$ cat src/inc/pnct_map.vh
// constants for the pin nand chain test block
`ifndef PNCT_MAP_VH
`define PNCT_MAP_VH
`define PNCT_MODE_W         5
`define PNCT_MODE_TEST      5'h04
`define PNCT_MODE_RST       5'h00
`define PNCT_RST_TEST       1'b0
`define PNCT_RST_CLKEN      1'b0
`define PNCT_FUNC_DRIVE     1'b0
`define PNCT_CHAIN_LEN      20
`define PNCT_POS_LIGHT5     0
`define PNCT_POS_LIGHT1     4
`define PNCT_POS_TXD0       5
`define PNCT_POS_TXD3       8
`define PNCT_POS_TXC        9
`define PNCT_POS_TXCTL      10
`define PNCT_POS_RXD3       11
`define PNCT_POS_RXD0       14
`define PNCT_POS_RXCTL      15
`define PNCT_POS_RXC        16
`define PNCT_POS_INT        17
`define PNCT_POS_MDC        18
`define PNCT_POS_MDIO       19
`endif

$ cat src/pnct_nand_chain.v
// combinational nand chain with final inversion
`default_nettype none
`include "pnct_map.vh"
module pnct_nand_chain (
    input  wire [`PNCT_CHAIN_LEN-1:0] chainIn,
    output wire                       chainOut
);
    reg [`PNCT_CHAIN_LEN:0] stage;
    integer i;
    always @* begin
        stage[0] = 1'b1;
        for (i = 0; i < `PNCT_CHAIN_LEN; i = i + 1) begin
            stage[i+1] = ~(chainIn[i] & stage[i]);
        end
    end
    assign chainOut = ~stage[`PNCT_CHAIN_LEN];
endmodule // pnct_nand_chain
`default_nettype wire

$ cat config.mk
export PLATFORM = sky130hd
export DESIGN_NAME = pnct_nand_chain
export DESIGN_NICKNAME = d
export VERILOG_FILES = /design/src/pnct_nand_chain.v
export VERILOG_INCLUDE_DIRS = /design/src /design/src/inc
export SDC_FILE = /design/constraint.sdc
export NUM_CORES = 1
export LEC_CHECK = 0
export BUFFER_PORTS_ARGS = -buffer_cell sky130_fd_sc_hd__buf_2
export CAP_MARGIN = 20
export CORE_AREA = 2 2 39 41
export DETAILED_ROUTE_END_ITERATION = 10
export DIE_AREA = 0 0 41 43
export GPL_TIMING_DRIVEN = 0
export SYNTH_ARGS = -nofsm -noshare
export SYNTH_HDL_FRONTEND = slang
export SYNTH_SLANG_ARGS = --single-unit
$ cat constraint.sdc
create_clock -name vclk -period 0.8
set_input_delay 0.08 -clock vclk [all_inputs]
set_output_delay 0.08 -clock vclk [all_outputs]
set_load 0.005 [all_outputs]
==> summary.txt <==
Critical path
  • Cell type group with the largest total delay on the critical path: compound AO/OA/AOI/OAI gates
  • Data required time at the worst endpoint: 720 ps
  • Cell with the largest stage delay on the worst path: sky130_fd_sc_hd__a31oi_1
  • Worst Path Class, Setup: in -> out
  • Largest stage delay on the critical path: 210 ps
  • Worst-path cell chain: buf_2 -> nand2b_1 -> a31oi_1 -> o22ai_1 -> buf_2
  • Largest fanout on the critical path: 1
  • Data arrival time of the critical path: 750 ps
  • Worst setup EP type: output port
  • Worst path bufs/invs: 2
  • Kind of launch point of the worst setup path: input port
  • Most used cell, CP: sky130_fd_sc_hd__buf_2

Route
  • Number of vias in the routed layout: 196
  • Residual antenna-violating net count after detailed routing: 0
  • Routed wire length per instance: 7.755 um
  • Total Wirelength: 411 um
  • Number of violations reported at the end of detailed-routing iteration 0: 0
  • Via count normalized by instance count: 3.698
  • DRC violations left: 0
  • Drt first pass iters: 1

Yosys
  • Post-Synthesis Cells: 16
  • Count leader, synth: sky130_fd_sc_hd__nand3_1
  • Synth area leader: sky130_fd_sc_hd__nand3_1
  • Netlist area before placement: 87.58 um^2
  • Most area-consuming cells after synthesis: sky130_fd_sc_hd__nand3_1 (17%), sky130_fd_sc_hd__nand2b_1 (14%), sky130_fd_sc_hd__a211o_1 (10%)
  • Mean instance size in the synthesized netlist: 5.474 um^2
  • Post-synthesis sequential area ratio: 0%
  • Synth warnings: 0
  • Most numerous cell types in the synthesized netlist: sky130_fd_sc_hd__nand3_1 (3), sky130_fd_sc_hd__inv_1 (2), sky130_fd_sc_hd__nand2b_1 (2)
  • Number of different library cells in the post-synthesis netlist: 12
  • Area fraction of the dominant cell type after synthesis: 17.14%
  • Synthesized net count: 36

Run status
  • Violated checks: negative setup slack
  • Run status: finished with violations

Cells and area
  • Non-Filler Instances: 53
  • Sequential cell count: 0
  • Number of diodes: 0
  • Area delta synth->final: 164.3%
  • Clock buffers: 0
  • Share of final-layout standard cells stronger than drive strength 1: 67.57%
  • Net total in the final layout: 59
  • Storage element area: 0 um^2

Timing
  • Relative max-transition margin: 87.06%
  • Highest clock frequency the design can meet: 1204 MHz
  • Setup repair after global routing missed its margin: true
  • Max-slew violation count: 0
  • Final period demand of the worst path: 830.5 ps
  • Total setup violations reported at the end of the flow: 1
  • Worst-Margin Slew: 193.2 ps
  • Fin worst setup slack: -30.50 ps
  • Hold Fails Final Rpt: 0
  • Final worst-path cycle share: 103.8%

Hold path
  • Instance count along the most critical hold path: 4
  • Worst hold start: chainIn[19]
  • Worst hold-check path type: in -> out
  • Hold worst-path end: chainOut

Global route
  • Largest net degree at the start of global routing: 3
  • Antenna violations before repair: 0
  • Global-route wire length before repair: 496 um
  • Overall fraction of global-route tracks in use: 3.796%
  • Number of global-route vias before repair: 156
  • Final global-route overflow total: 0

Placed design
  • Port bufs: 21
  • Cell total after placement: 53
  • Routability congestion estimate: 0.5051
  • Dpl ws: -81.42 ps

Floorplanning
  • DIE AREA: 1763 um^2
  • Die Width: 41 um
  • I/O pins: 21
  • Die Y: 43 um
  • Core outline area: 1384 um^2
  • Initial core utilization: 6.329%
  • Cell row count: 14

Power and ir drop
  • Leakage power of the design: 0.1221 nW
  • Ratio of total power to cell area: 398.3 nW/um^2
  • Largest voltage drop on the vdd net: 97.33 uV

Clocking
  • Setup Buffers After CTS: 0
  • Hold buffer count at CTS: 0

Job
  • MaxCap Viol Count: 0
cell usage in the layout, fill, tap and decap left out, drive strengths merged:
cell and instances:
clkinv 1, o22ai 1, inv 2, a31oi 1, nand2 1, nand3 3
a211o 1, a21oi 1, nand2b 2, buf 21, o21ai 3
worst max path at each step:
stage                           to  depth (start not counted)        from
final                     chainOut                          5  chainIn[3]
after global routing      chainOut                          6  chainIn[0]
after CTS                 chainOut                          6  chainIn[8]
after detailed placement  chainOut                          6  chainIn[8]
after global placement    chainOut                          6  chainIn[8]
after floorplan           chainOut                          4  chainIn[8]
cell families after synthesis:
family	after synthesis	synth area share, %
compound gates	7	51.42
simple gates	6	35.70
buf+inv	3	12.86
routing by layer:
metal	vias to the layer above	global-route usage [%]	wire length [um]
li1	101	-	-
met2	21	7.500	163
met1	74	3.481	131
met4	0	0	0
met5	-	0	0
met3	0	1.571	116
cell type report:
class                           count  area (um^2)
Fill cell                         167         1152
Tap cell                           16        20.02
Multi-Input combinational cell     13        80.08
Inverter                            3        16.27
Timing Repair Buffer               21        115.1
power by group:
part	leakage [nW]	internal [W]	switching, W
Clock	0	0	0
Combinational	0.122	0.0000572	0.0000350
Sequential	0	0	0
timing repair:
item,CTS,global route
pin swaps,3,0
gates resized for setup,6,0
setup endpoints to repair,1,1
stage by stage:
stage	TNS [ps]	hold WS [ps]	instance area (um^2)	power (W)	util, %
global route	-71.56	549.8	231.5	0.0001033	16.73
floorplan	0	289.0	87.58	0.00002423	-
finish	-30.50	526.9	231.5	0.00009219	16.73
CTS	-22.46	519.0	231.5	0.00009235	16.73
global placement	-56.85	515.6	212.7	0.00007939	15.37
detailed placement	-81.42	519.2	212.7	0.00008181	15.37
Power figures use the tool's default switching activity.
